--- config.mk ---
export PLATFORM = sky130hd
export DESIGN_NAME = spl_device_flat
export DESIGN_NICKNAME = d
export VERILOG_FILES = /design/src/rtl/spl_pkg.sv /design/src/rtl/spl_if.sv /design/src/rtl/spl_nv_timer.sv /design/src/rtl/spl_device.sv /design/src/flat_wrapper.sv
export SDC_FILE = /design/constraint.sdc
export NUM_CORES = 1
export LEC_CHECK = 0
export ABC_AREA = 1
export BUFFER_PORTS_ARGS = -buffer_cell sky130_fd_sc_hd__buf_2
export CORE_UTILIZATION = 44
export CTS_BUF_LIST = sky130_fd_sc_hd__clkbuf_16
export DETAILED_ROUTE_END_ITERATION = 10
export PLACE_DENSITY = 0.74
export SYNTH_ARGS = -nofsm -noshare
export SYNTH_HDL_FRONTEND = slang
export SYNTH_SLANG_ARGS = --single-unit
--- constraint.sdc ---
create_clock -name clock -period 1.4 [get_ports clock]
set_clock_uncertainty 0.05 [all_clocks]
set_input_delay 0.21 -clock clock [delete_from_list [all_inputs] [get_ports clock]]
set_output_delay 0.21 -clock clock [all_outputs]
set_load 0.02 [all_outputs]
--- src/rtl/spl_pkg.sv ---
package spl_pkg;
   ////////////////////////////////////////////////////////////////////////////
   // control register layout
   localparam int unsigned CTRL_ENABLE_BIT = 0; // self-program enable
   localparam int unsigned CTRL_LOCK_SEL_BIT = 3; // lock_select_bit
   localparam logic [6:0] CTRL_LOCK_CMD = 7'h09; // low seven bits of X0001001
   localparam logic [7:0] CTRL_LOCK_BYTE = 8'h09; // host drives X as zero
   ////////////////////////////////////////////////////////////////////////////
   // command windows, counted in cycles after the control write
   localparam logic [2:0] LOAD_WIN = 3'h3;
   localparam logic [2:0] STORE_WIN = 3'h4;
   ////////////////////////////////////////////////////////////////////////////
   // pointer values and nonvolatile byte layout
   localparam logic [15:0] ZPTR_FUSE_LOW = 16'h0000;
   localparam logic [15:0] ZPTR_LOCK = 16'h0001;
   localparam logic [15:0] ZPTR_FUSE_HIGH = 16'h0003;
   localparam logic [7:0] BOOT_LOCK_MASK = 8'h3c; // boot lock bits 5..2
   localparam logic [7:0] R0_FILL_MASK = 8'hc3; // bits 7,6,1,0 driven high
   localparam logic [7:0] NV_ERASED = 8'hff; // all bits unprogrammed
   ////////////////////////////////////////////////////////////////////////////
   // write timing
   localparam int unsigned CLK_PERIOD_NS = 40;
   localparam int unsigned T_WRITE_MIN_NS = 3_700_000;
   localparam int unsigned T_WRITE_MAX_NS = 4_500_000;
   localparam int unsigned WRITE_MIN_CYC = (T_WRITE_MIN_NS + CLK_PERIOD_NS - 1) / CLK_PERIOD_NS;
   localparam int unsigned WRITE_MAX_CYC = T_WRITE_MAX_NS / CLK_PERIOD_NS;
   localparam int unsigned WRITE_CNT_W = 17;
   ////////////////////////////////////////////////////////////////////////////
   // host register map (byte addresses on the 3-bit port)
   localparam logic [2:0] HREG_CMD = 3'h0;
   localparam logic [2:0] HREG_ZPTR_LO = 3'h1;
   localparam logic [2:0] HREG_ZPTR_HI = 3'h2;
   localparam logic [2:0] HREG_DATA = 3'h3;
   localparam logic [2:0] HREG_RESULT = 3'h4;
   localparam logic [2:0] HREG_STATUS = 3'h5;
   localparam logic [2:0] HREG_INT_STAT = 3'h6;
   localparam logic [2:0] HREG_INT_MASK = 3'h7;
   localparam int unsigned CMD_WRITE_BIT = 0;
   localparam int unsigned CMD_READ_BIT = 1;
   localparam int unsigned CMD_IRQ_EN_BIT = 2;
   localparam int unsigned INT_READ_DONE = 0;
   localparam int unsigned INT_WRITE_DONE = 1;
   localparam int unsigned INT_REFUSED = 2;
   localparam logic [7:0] HOST_RST_DATA = 8'hff;
   localparam logic [15:0] HOST_RST_ZPTR = 16'h0001;

   // host sequencer states
   typedef enum logic [4:0] {
      SPL_IDLE = 5'b00001,
      SPL_POLL = 5'b00010,
      SPL_CTRL = 5'b00100,
      SPL_ISSUE = 5'b01000,
      SPL_WAIT = 5'b10000
   } spl_state_e;
endpackage : spl_pkg

--- src/rtl/spl_if.sv ---
interface spl_if;
   // cpu side requests
   logic ctrl_wr; // one-cycle write of the control register
   logic [7:0] ctrl_wdata;
   logic store_req; // one-cycle store-program instruction
   logic load_req; // one-cycle load-program instruction
   logic [15:0] zptr;
   logic [7:0] r0_data; // cpu_register_zero contents
   logic irq_en; // self-programming interrupt enable
   // controller answers
   logic [7:0] ctrl_rdata;
   logic load_valid;
   logic [7:0] load_data;
   logic eeprom_busy; // eeprom_write_busy as seen by the cpu
   logic spm_irq;

   modport dev_mp (
      input ctrl_wr, ctrl_wdata, store_req, load_req, zptr, r0_data, irq_en,
      output ctrl_rdata, load_valid, load_data, eeprom_busy, spm_irq
   );
   modport host_mp (
      output ctrl_wr, ctrl_wdata, store_req, load_req, zptr, r0_data, irq_en,
      input ctrl_rdata, load_valid, load_data, eeprom_busy, spm_irq
   );
endinterface : spl_if

--- src/rtl/spl_nv_timer.sv ---
module spl_nv_timer
   import spl_pkg::*;
#(
   parameter int unsigned WRITE_CYCLES = WRITE_MIN_CYC
) (
   // clock and power-on reset only
   input wire logic clock,
   input wire logic por_rst,
   // control
   input wire logic start,
   output logic busy,
   output logic done
);
   localparam logic [WRITE_CNT_W-1:0] LAST = WRITE_CNT_W'(WRITE_CYCLES - 1);

   logic [WRITE_CNT_W-1:0] cnt_q; // cycles spent in the current write

   ////////////////////////////////////////////////////////////////////////////
   // runs off power-on reset so a system reset cannot cut a write short
   always_ff @(posedge clock or posedge por_rst) begin
      if (por_rst) begin
         busy <= 1'b0;
         done <= 1'b0;
         cnt_q <= '0;
      end else begin
         done <= 1'b0;
         if (!busy && start) begin
            busy <= 1'b1;
            cnt_q <= '0;
         end else if (busy && cnt_q == LAST) begin
            busy <= 1'b0;
            done <= 1'b1;
         end else if (busy) begin
            cnt_q <= cnt_q + 1'b1;
         end
      end
   end
endmodule : spl_nv_timer

--- src/rtl/spl_device.sv ---
//////////////////////////////////////////////////////////////////////////////
// Function
// - host sets lock via pattern, store within four
// - only boot lock bits can change
// - zero data bits 5..2 program lock bits
// - pointer ignored during lock write
// - host drives data bits 7,6,1,0 high
// - flash stays readable, fetch never blocked
// - eeprom write refuses programming and nv reads
// - host polls eeprom busy before control write
// - lock read at pointer 0001 within three
// - enable bits auto-clear on completion or timeout
// - disarmed load returns ordinary flash byte
// - pointer 0000 returns low fuse byte
// - pointer 0003 returns high fuse byte
// - programmed reads zero, unprogrammed reads one
// - write completes across a system reset
// - write time 3.7 to 4.5 ms
// - interrupt high while enable bit clear
//
// The plain strobed port and the register offsets are this design's own decisions.
module spl_device
   import spl_pkg::*;
#(
   parameter int unsigned WRITE_CYCLES = WRITE_MIN_CYC
) (
   // clock and resets
   input wire logic clock,
   input wire logic sys_rst,
   input wire logic por_rst,
   // cpu link
   spl_if.dev_mp cpu,
   // eeprom and nonvolatile sources
   input wire logic eeprom_busy_in,
   input wire logic [7:0] fuse_low_in,
   input wire logic [7:0] fuse_high_in,
   input wire logic [7:0] lock_init_in,
   // program flash read port
   output logic [15:0] flash_addr,
   input wire logic [7:0] flash_data,
   // status
   output logic [7:0] lock_bits,
   output logic nv_busy,
   output logic fetch_hold
);
   //////////////////////////////////////////////////////////////////////////////
   // state
   logic armed_q; // lock select and enable, always set and cleared together
   logic writing_q; // a lock write is under way
   logic [2:0] win_cnt_q; // cycles since the control write
   logic rd_pend_q; // a load answer is due next cycle
   logic rd_nv_q; // the pending load reads a nonvolatile byte
   logic [1:0] rd_sel_q; // pointer bits that select the byte
   logic load_valid_q;
   logic [7:0] load_data_q;
   logic eeprom_busy_q;
   logic spm_irq_q;
   logic lock_loaded_q; // lock byte has been taken from the array
   logic [7:0] pat_q; // lock pattern latched at the store
   logic timer_busy;
   logic timer_done;

   //////////////////////////////////////////////////////////////////////////////
   // decode
   logic cmd_ok;
   logic arm;
   logic open_win;
   logic load_hit;
   logic store_hit;
   logic win_out;
   logic [7:0] nv_byte;

   // only the lock select pattern is handled here
   assign cmd_ok = cpu.ctrl_wdata[6:0] == CTRL_LOCK_CMD;
   // refused while eeprom busy or an operation is still live
   assign arm = cpu.ctrl_wr && cmd_ok && !eeprom_busy_in && !armed_q && !timer_busy;
   assign open_win = armed_q && !writing_q;
   assign load_hit = open_win && cpu.load_req && win_cnt_q < LOAD_WIN && !eeprom_busy_in;
   assign store_hit = open_win && cpu.store_req && win_cnt_q < STORE_WIN && !eeprom_busy_in;
   // last store slot passed with nothing taken
   assign win_out = open_win && win_cnt_q == STORE_WIN - 3'h1 && !store_hit && !load_hit;

   // byte picked by the pointer, raw cell values: zero means programmed
   always_comb begin
      case (rd_sel_q)
         ZPTR_FUSE_LOW[1:0]: nv_byte = fuse_low_in;
         ZPTR_LOCK[1:0]: nv_byte = lock_bits;
         ZPTR_FUSE_HIGH[1:0]: nv_byte = fuse_high_in;
         default: nv_byte = NV_ERASED;
      endcase
   end

   //////////////////////////////////////////////////////////////////////////////
   // command arm and auto-clear
   always_ff @(posedge clock or posedge sys_rst) begin
      if (sys_rst) begin
         armed_q <= 1'b0;
      end else if (arm) begin
         armed_q <= 1'b1;
      end else if (load_hit || win_out) begin
         armed_q <= 1'b0;
      end else if (writing_q && timer_done) begin
         armed_q <= 1'b0;
      end
   end

   // window counter, frozen once a write is running
   always_ff @(posedge clock or posedge sys_rst) begin
      if (sys_rst) begin
         win_cnt_q <= 3'h0;
      end else if (arm) begin
         win_cnt_q <= 3'h0;
      end else if (open_win) begin
         win_cnt_q <= win_cnt_q + 3'h1;
      end
   end

   // write in progress as seen by software; pointer plays no part
   always_ff @(posedge clock or posedge sys_rst) begin
      if (sys_rst) begin
         writing_q <= 1'b0;
      end else if (store_hit) begin
         writing_q <= 1'b1;
      end else if (timer_done) begin
         writing_q <= 1'b0;
      end
   end

   //////////////////////////////////////////////////////////////////////////////
   // load path: every load gets an answer two cycles later
   always_ff @(posedge clock or posedge sys_rst) begin
      if (sys_rst) begin
         rd_pend_q <= 1'b0;
         rd_nv_q <= 1'b0;
         rd_sel_q <= 2'h0;
         flash_addr <= 16'h0000;
      end else begin
         rd_pend_q <= cpu.load_req;
         if (cpu.load_req) begin
            rd_nv_q <= load_hit; // disarmed loads go to flash
            rd_sel_q <= cpu.zptr[1:0];
            flash_addr <= cpu.zptr; // flash read even while writing locks
         end
      end
   end

   always_ff @(posedge clock or posedge sys_rst) begin
      if (sys_rst) begin
         load_valid_q <= 1'b0;
         load_data_q <= 8'h00;
      end else begin
         load_valid_q <= rd_pend_q;
         if (rd_pend_q) begin
            load_data_q <= rd_nv_q ? nv_byte : flash_data;
         end
      end
   end

   //////////////////////////////////////////////////////////////////////////////
   // status back to the cpu
   always_ff @(posedge clock or posedge sys_rst) begin
      if (sys_rst) begin
         eeprom_busy_q <= 1'b0;
         spm_irq_q <= 1'b0;
         fetch_hold <= 1'b0;
      end else begin
         eeprom_busy_q <= eeprom_busy_in;
         // level, not a pulse: software may wait on it instead of polling
         spm_irq_q <= cpu.irq_en && !(arm || (armed_q && !(load_hit || win_out || (writing_q && timer_done))));
         fetch_hold <= 1'b0; // lock writes never stall fetch
      end
   end

   assign cpu.ctrl_rdata = {4'h0, armed_q, 2'b00, armed_q};
   assign cpu.load_valid = load_valid_q;
   assign cpu.load_data = load_data_q;
   assign cpu.eeprom_busy = eeprom_busy_q;
   assign cpu.spm_irq = spm_irq_q;

   //////////////////////////////////////////////////////////////////////////////
   // nonvolatile lock byte, on power-on reset so system reset keeps it
   always_ff @(posedge clock or posedge por_rst) begin
      if (por_rst) begin
         lock_loaded_q <= 1'b0;
         lock_bits <= NV_ERASED;
         pat_q <= NV_ERASED;
      end else begin
         if (store_hit) begin
            pat_q <= cpu.r0_data;
         end
         if (!lock_loaded_q) begin
            // array contents taken after power-on release
            lock_loaded_q <= 1'b1;
            lock_bits <= lock_init_in;
         end else if (timer_done) begin
            // zero pattern bits program, other lock bits untouched
            lock_bits <= lock_bits & (pat_q | ~BOOT_LOCK_MASK);
         end
      end
   end

   //////////////////////////////////////////////////////////////////////////////
   // write timer, counted from the internal oscillator clock
   spl_nv_timer #(
      .WRITE_CYCLES(WRITE_CYCLES)
   ) u_timer (
      .clock(clock),
      .por_rst(por_rst),
      .start(store_hit),
      .busy(timer_busy),
      .done(timer_done)
   );

   assign nv_busy = timer_busy;
endmodule : spl_device

--- src/flat_wrapper.sv ---
// flat-port wrapper written by rule: the top's interface ports become plain ports
module spl_device_flat import spl_pkg::*;
#(
   parameter int unsigned WRITE_CYCLES = WRITE_MIN_CYC
)
  (clock, sys_rst, por_rst, eeprom_busy_in, fuse_low_in, fuse_high_in, lock_init_in, flash_addr, flash_data, lock_bits, nv_busy, fetch_hold, cpu_ctrl_wr, cpu_ctrl_wdata, cpu_store_req, cpu_load_req, cpu_zptr, cpu_r0_data, cpu_irq_en, cpu_ctrl_rdata, cpu_load_valid, cpu_load_data, cpu_eeprom_busy, cpu_spm_irq);
  spl_if cpu_i ();
  input wire logic clock;
  input wire logic sys_rst;
  input wire logic por_rst;
  input wire logic eeprom_busy_in;
  input wire logic [7:0] fuse_low_in;
  input wire logic [7:0] fuse_high_in;
  input wire logic [7:0] lock_init_in;
  output logic [15:0] flash_addr;
  input wire logic [7:0] flash_data;
  output logic [7:0] lock_bits;
  output logic nv_busy;
  output logic fetch_hold;
  input wire logic [$bits(cpu_i.ctrl_wr)-1:0] cpu_ctrl_wr;
  input wire logic [$bits(cpu_i.ctrl_wdata)-1:0] cpu_ctrl_wdata;
  input wire logic [$bits(cpu_i.store_req)-1:0] cpu_store_req;
  input wire logic [$bits(cpu_i.load_req)-1:0] cpu_load_req;
  input wire logic [$bits(cpu_i.zptr)-1:0] cpu_zptr;
  input wire logic [$bits(cpu_i.r0_data)-1:0] cpu_r0_data;
  input wire logic [$bits(cpu_i.irq_en)-1:0] cpu_irq_en;
  output wire logic [$bits(cpu_i.ctrl_rdata)-1:0] cpu_ctrl_rdata;
  output wire logic [$bits(cpu_i.load_valid)-1:0] cpu_load_valid;
  output wire logic [$bits(cpu_i.load_data)-1:0] cpu_load_data;
  output wire logic [$bits(cpu_i.eeprom_busy)-1:0] cpu_eeprom_busy;
  output wire logic [$bits(cpu_i.spm_irq)-1:0] cpu_spm_irq;
  assign cpu_i.ctrl_wr = cpu_ctrl_wr;
  assign cpu_i.ctrl_wdata = cpu_ctrl_wdata;
  assign cpu_i.store_req = cpu_store_req;
  assign cpu_i.load_req = cpu_load_req;
  assign cpu_i.zptr = cpu_zptr;
  assign cpu_i.r0_data = cpu_r0_data;
  assign cpu_i.irq_en = cpu_irq_en;
  assign cpu_ctrl_rdata = cpu_i.ctrl_rdata;
  assign cpu_load_valid = cpu_i.load_valid;
  assign cpu_load_data = cpu_i.load_data;
  assign cpu_eeprom_busy = cpu_i.eeprom_busy;
  assign cpu_spm_irq = cpu_i.spm_irq;
  spl_device #(.WRITE_CYCLES(WRITE_CYCLES)) u_core (.clock(clock), .sys_rst(sys_rst), .por_rst(por_rst), .cpu(cpu_i), .eeprom_busy_in(eeprom_busy_in), .fuse_low_in(fuse_low_in), .fuse_high_in(fuse_high_in), .lock_init_in(lock_init_in), .flash_addr(flash_addr), .flash_data(flash_data), .lock_bits(lock_bits), .nv_busy(nv_busy), .fetch_hold(fetch_hold));
endmodule
==> flow_metrics.py <==
metrics = {
    "outcome": {
        "status": "complete, but fails checks",
        "violations": "setup timing",
    },
    "placement": {
        "dpl.hpwl_um": 6714,
        "pre_cts_slack_ps": -194.4,
        "gp_congestion": 0.8381,
        "port_buffers": 104,
    },
    "worst_setup_path": {
        "path_delay_family": "simple AND/OR/NAND/NOR gates",
        "end_kind": "flop",
        "crit_path_top_delay_cell": "dfrtp_1",
        "critical_path.startpoint": "u_core.u_timer.cnt_q[0]$_DFFE_PP0P_",
        "cp_num_buf_inv": 1,
        "required_ps": 1550,
        "cp.arrival_ps": 1710,
        "cp.depth": 9,
        "reg2reg_to": "u_core.u_timer.cnt_q[3]$_DFFE_PP0P_",
        "crit_end": "u_core.u_timer.cnt_q[3]$_DFFE_PP0P_",
        "start_kind": "flop",
        "crit_path_max_incr_delay_ps": 360,
        "cpMostUsedCell": "nand2_1",
        "worstSetupPathType": "flop to flop",
        "r2r_setup_slack_ps": -150,
        "cp_cell_sequence": "ha_2 > buf_6 > nand4_1 > nor2_2 > nand2_2 > nand2_1 > nand2_4 > nand2_1 > o21ai_0",
        "rr_worst_depth": 9,
        "crit_fanout": 7,
        "crit-reg2reg-launch": "u_core.u_timer.cnt_q[0]$_DFFE_PP0P_",
    },
    "clocking": {
        "clkLatencyLatePin_ps": 320,
        "cts_tree": "built",
        "cts.path.max_buffers": 2,
        "htreeDepth": 3,
        "path_clk_slew_ps": 50,
        "clock_sinks": 66,
        "clockRootBuffer": "clkbuf_16",
        "cts_made_buffers": 9,
    },
    "sta": {
        "whs_ps": 24.98,
        "finalHoldViolCount": 0,
        "rsz0062_at_grt": "true",
        "maxSlewViolCount": 0,
        "setup_ws_ps": -152.4,
        "period_minus_slack_ps": 1552,
        "setup_viol_count_final": 20,
        "fmax_mhz": 644.2,
        "fin_setup_tns_ps": -1662,
        "period_share_pct": 110.9,
    },
    "floorplan": {
        "num_rows": 31,
        "pin_count": 117,
        "die_w_um": 90.14,
        "start_util_pct": 46.38,
        "dieArea_um2": 8125,
        "core_um2": 7370,
        "chipHeight_um": 90.14,
    },
    "route": {
        "drt-initial-drc-count": 166,
        "ant_nets": 0,
        "drc_errors": 0,
        "routed_wirelength_um": 9620,
        "post_drt_wl_per_cell_um": 14.27,
        "drt_pass1_iterations": 5,
        "vias": 3482,
        "vias_per_cell": 5.166,
    },
    "finish": {
        "insertedDiodeCount": 0,
        "nets": 645,
        "syn_to_final_growth_pct": 46.63,
        "drive_gt1_share_pct": 44.87,
    },
    "grt": {
        "grt_overflow": 0,
        "grt_max_degree": 35,
        "grt_use_total_pct": 23.80,
        "grt_first_pass_wirelength_um": 15590,
        "antenna_found_initial": 0,
        "grt_pass1_vias": 3333,
    },
    "synthesis": {
        "postSynthCellCount": 403,
        "ys_seq_area_share_pct": 48.76,
        "synth_area_per_cell_um2": 8.482,
        "ys_ff_latch": 66,
        "yosys_warnings": 0,
        "ys_types": 33,
        "netlist_area_um2": 3418,
    },
    "pwr": {
        "p_per_area_nw_per_um2": 995.3,
        "ir_drop_uv": 572.9,
        "p_leak_nw": 2.496,
    },
    "worst_hold_path": {
        "min_path_type": "input port to flop",
    },
    "run": {
        "maxCapViolCount": 0,
    },
}
stage by stage:
step	instances	area (µm²)	total power, mW	utilization (%)
5_1_grt	674	5012	5.161	68.01
4_1_cts	672	4880	5.007	66.21
3_3_place_gp	646	4410	2.667	59.85
6_report	674	5012	4.989	68.01
2_1_floorplan	409	3451	2.448	-
3_5_place_dp	646	4410	2.685	59.85
cells in the final DEF, fill, tap and decap left out, drive strengths merged, types with 2 or more instances in the layout:
master,n
clkinv,5
clkbuf,9
a21oi,3
ha,3
o21bai,2
o21ai,26
bufinv,2
nor3b,8
nand2,102
nand3,27
o211ai,4
dlygate4sd3,2
dfrtp,54
xor2,5
buf,169
nand4,14
conb,8
mux2,20
nor2,40
dfstp,12
inv,44
o22ai,8
nor4,2
how the worst min path moves through the flow:
| stage | startpoint | to | slack, ps | cells past startpoint |
|---|---|---|---|---|
| floorplan | eeprom_busy_in | u_core.cpu.eeprom_busy$_DFF_PP0_ | 190 | 0 |
| CTS | eeprom_busy_in | u_core.cpu.eeprom_busy$_DFF_PP0_ | 20 | 1 |
| detailed placement | por_rst | u_core.u_timer.cnt_q[8]$_DFFE_PP0P_ | 200 | 3 |
| global placement | por_rst | u_core.u_timer.cnt_q[8]$_DFFE_PP0P_ | 200 | 3 |
| global route | eeprom_busy_in | u_core.cpu.eeprom_busy$_DFF_PP0_ | 30 | 1 |
| finish | eeprom_busy_in | u_core.cpu.eeprom_busy$_DFF_PP0_ | 20 | 1 |
logic make-up (layout without fill, tap and decap cells):
| family | after synthesis | after routing | synth area share (%) |
|---|---|---|---|
| other cells | 2 | 8 | 0.2197 |
| buf+inv | 66 | 232 | 8.894 |
| fa+ha+maj | 3 | 3 | 1.098 |
| flops | 66 | 66 | 48.76 |
| simple gates | 196 | 196 | 25.59 |
| xor+xnor | 5 | 5 | 1.281 |
| mux | 20 | 20 | 6.589 |
| compound gates | 45 | 45 | 7.577 |
cell type report:
type / instances / area (µm²)
clock buffer: 9 / 225.2
clock inverter: 7 / 85.08
fill: 550 / 2357
inverter: 45 / 170.2
timing repair buffer: 171 / 1107
multi-input combinational: 277 / 1634
sequential: 66 / 1667
tap: 99 / 123.9
worst reg2reg max path: stages, from the launching register on:
cell	delay (ps)
dfrtp_1	360
ha_2	210
buf_6	120
nand4_1	100
nor2_2	190
nand2_2	80
nand2_1	100
nand2_4	90
nand2_1	70
o21ai_0	60
per-layer routing:
metal	part of all wire [%]	GRT usage [%]	vias up
li1	-	-	1642
met1	41	30.18	1672
met2	50	40.52	145
met3	6.0	5.330	23
met4	2.2	7.258	0
met5	0	0	-
Yosys cell counts, drive strengths merged:
cell type	number	area, µm²
nor3b	8	60.06
nor3	1	5.000
ha	3	37.54
nor2	40	172.7
clkinv	2	7.510
buf	16	115.1
mux2	20	225.2
nand2	102	387.9
nand4	14	87.58
nand3	27	135.1
nand3b	1	7.510
a22oi	1	7.510
clkbuf	5	20.01
o211ai	4	30.03
o22ai	8	50.05
nor4	2	12.51
o21bai	2	15.01
or2	1	6.260
xor2	5	43.79
o21a	1	7.510
dfstp	12	315.3
o21ai	26	133.9
inv	43	161.4
conb	2	7.510
dfrtp	54	1351
a21oi	3	15.01
report_power, final:
group | switching (mW) | internal [mW]
Clock | 0.784 | 1.54
Combinational | 0.344 | 0.240
Sequential | 0.0617 | 2.02
Total | 1.19 | 3.80
flip-flops by register name, indices dropped and copies added (netlist names), 3 cells and up:
name and cells:
u_core.cpu.load_data 8, u_core.flash_addr 15, u_core.lock_bits 8, u_core.pat_q 4, u_core.u_timer.cnt_q 17, u_core.win_cnt_q 3
what timing repair did:
item | 4_1_cts | 5_1_grt
gates resized for setup | 24 | 32
buffers inserted | 8 | 2
pin swaps | 4 | 17
hold buffers | 2 | 0
endpoints found under the hold margin | 54 | 0
setup endpoints to repair | 20 | 24
Note: power is estimated with default switching activity, not from simulation.
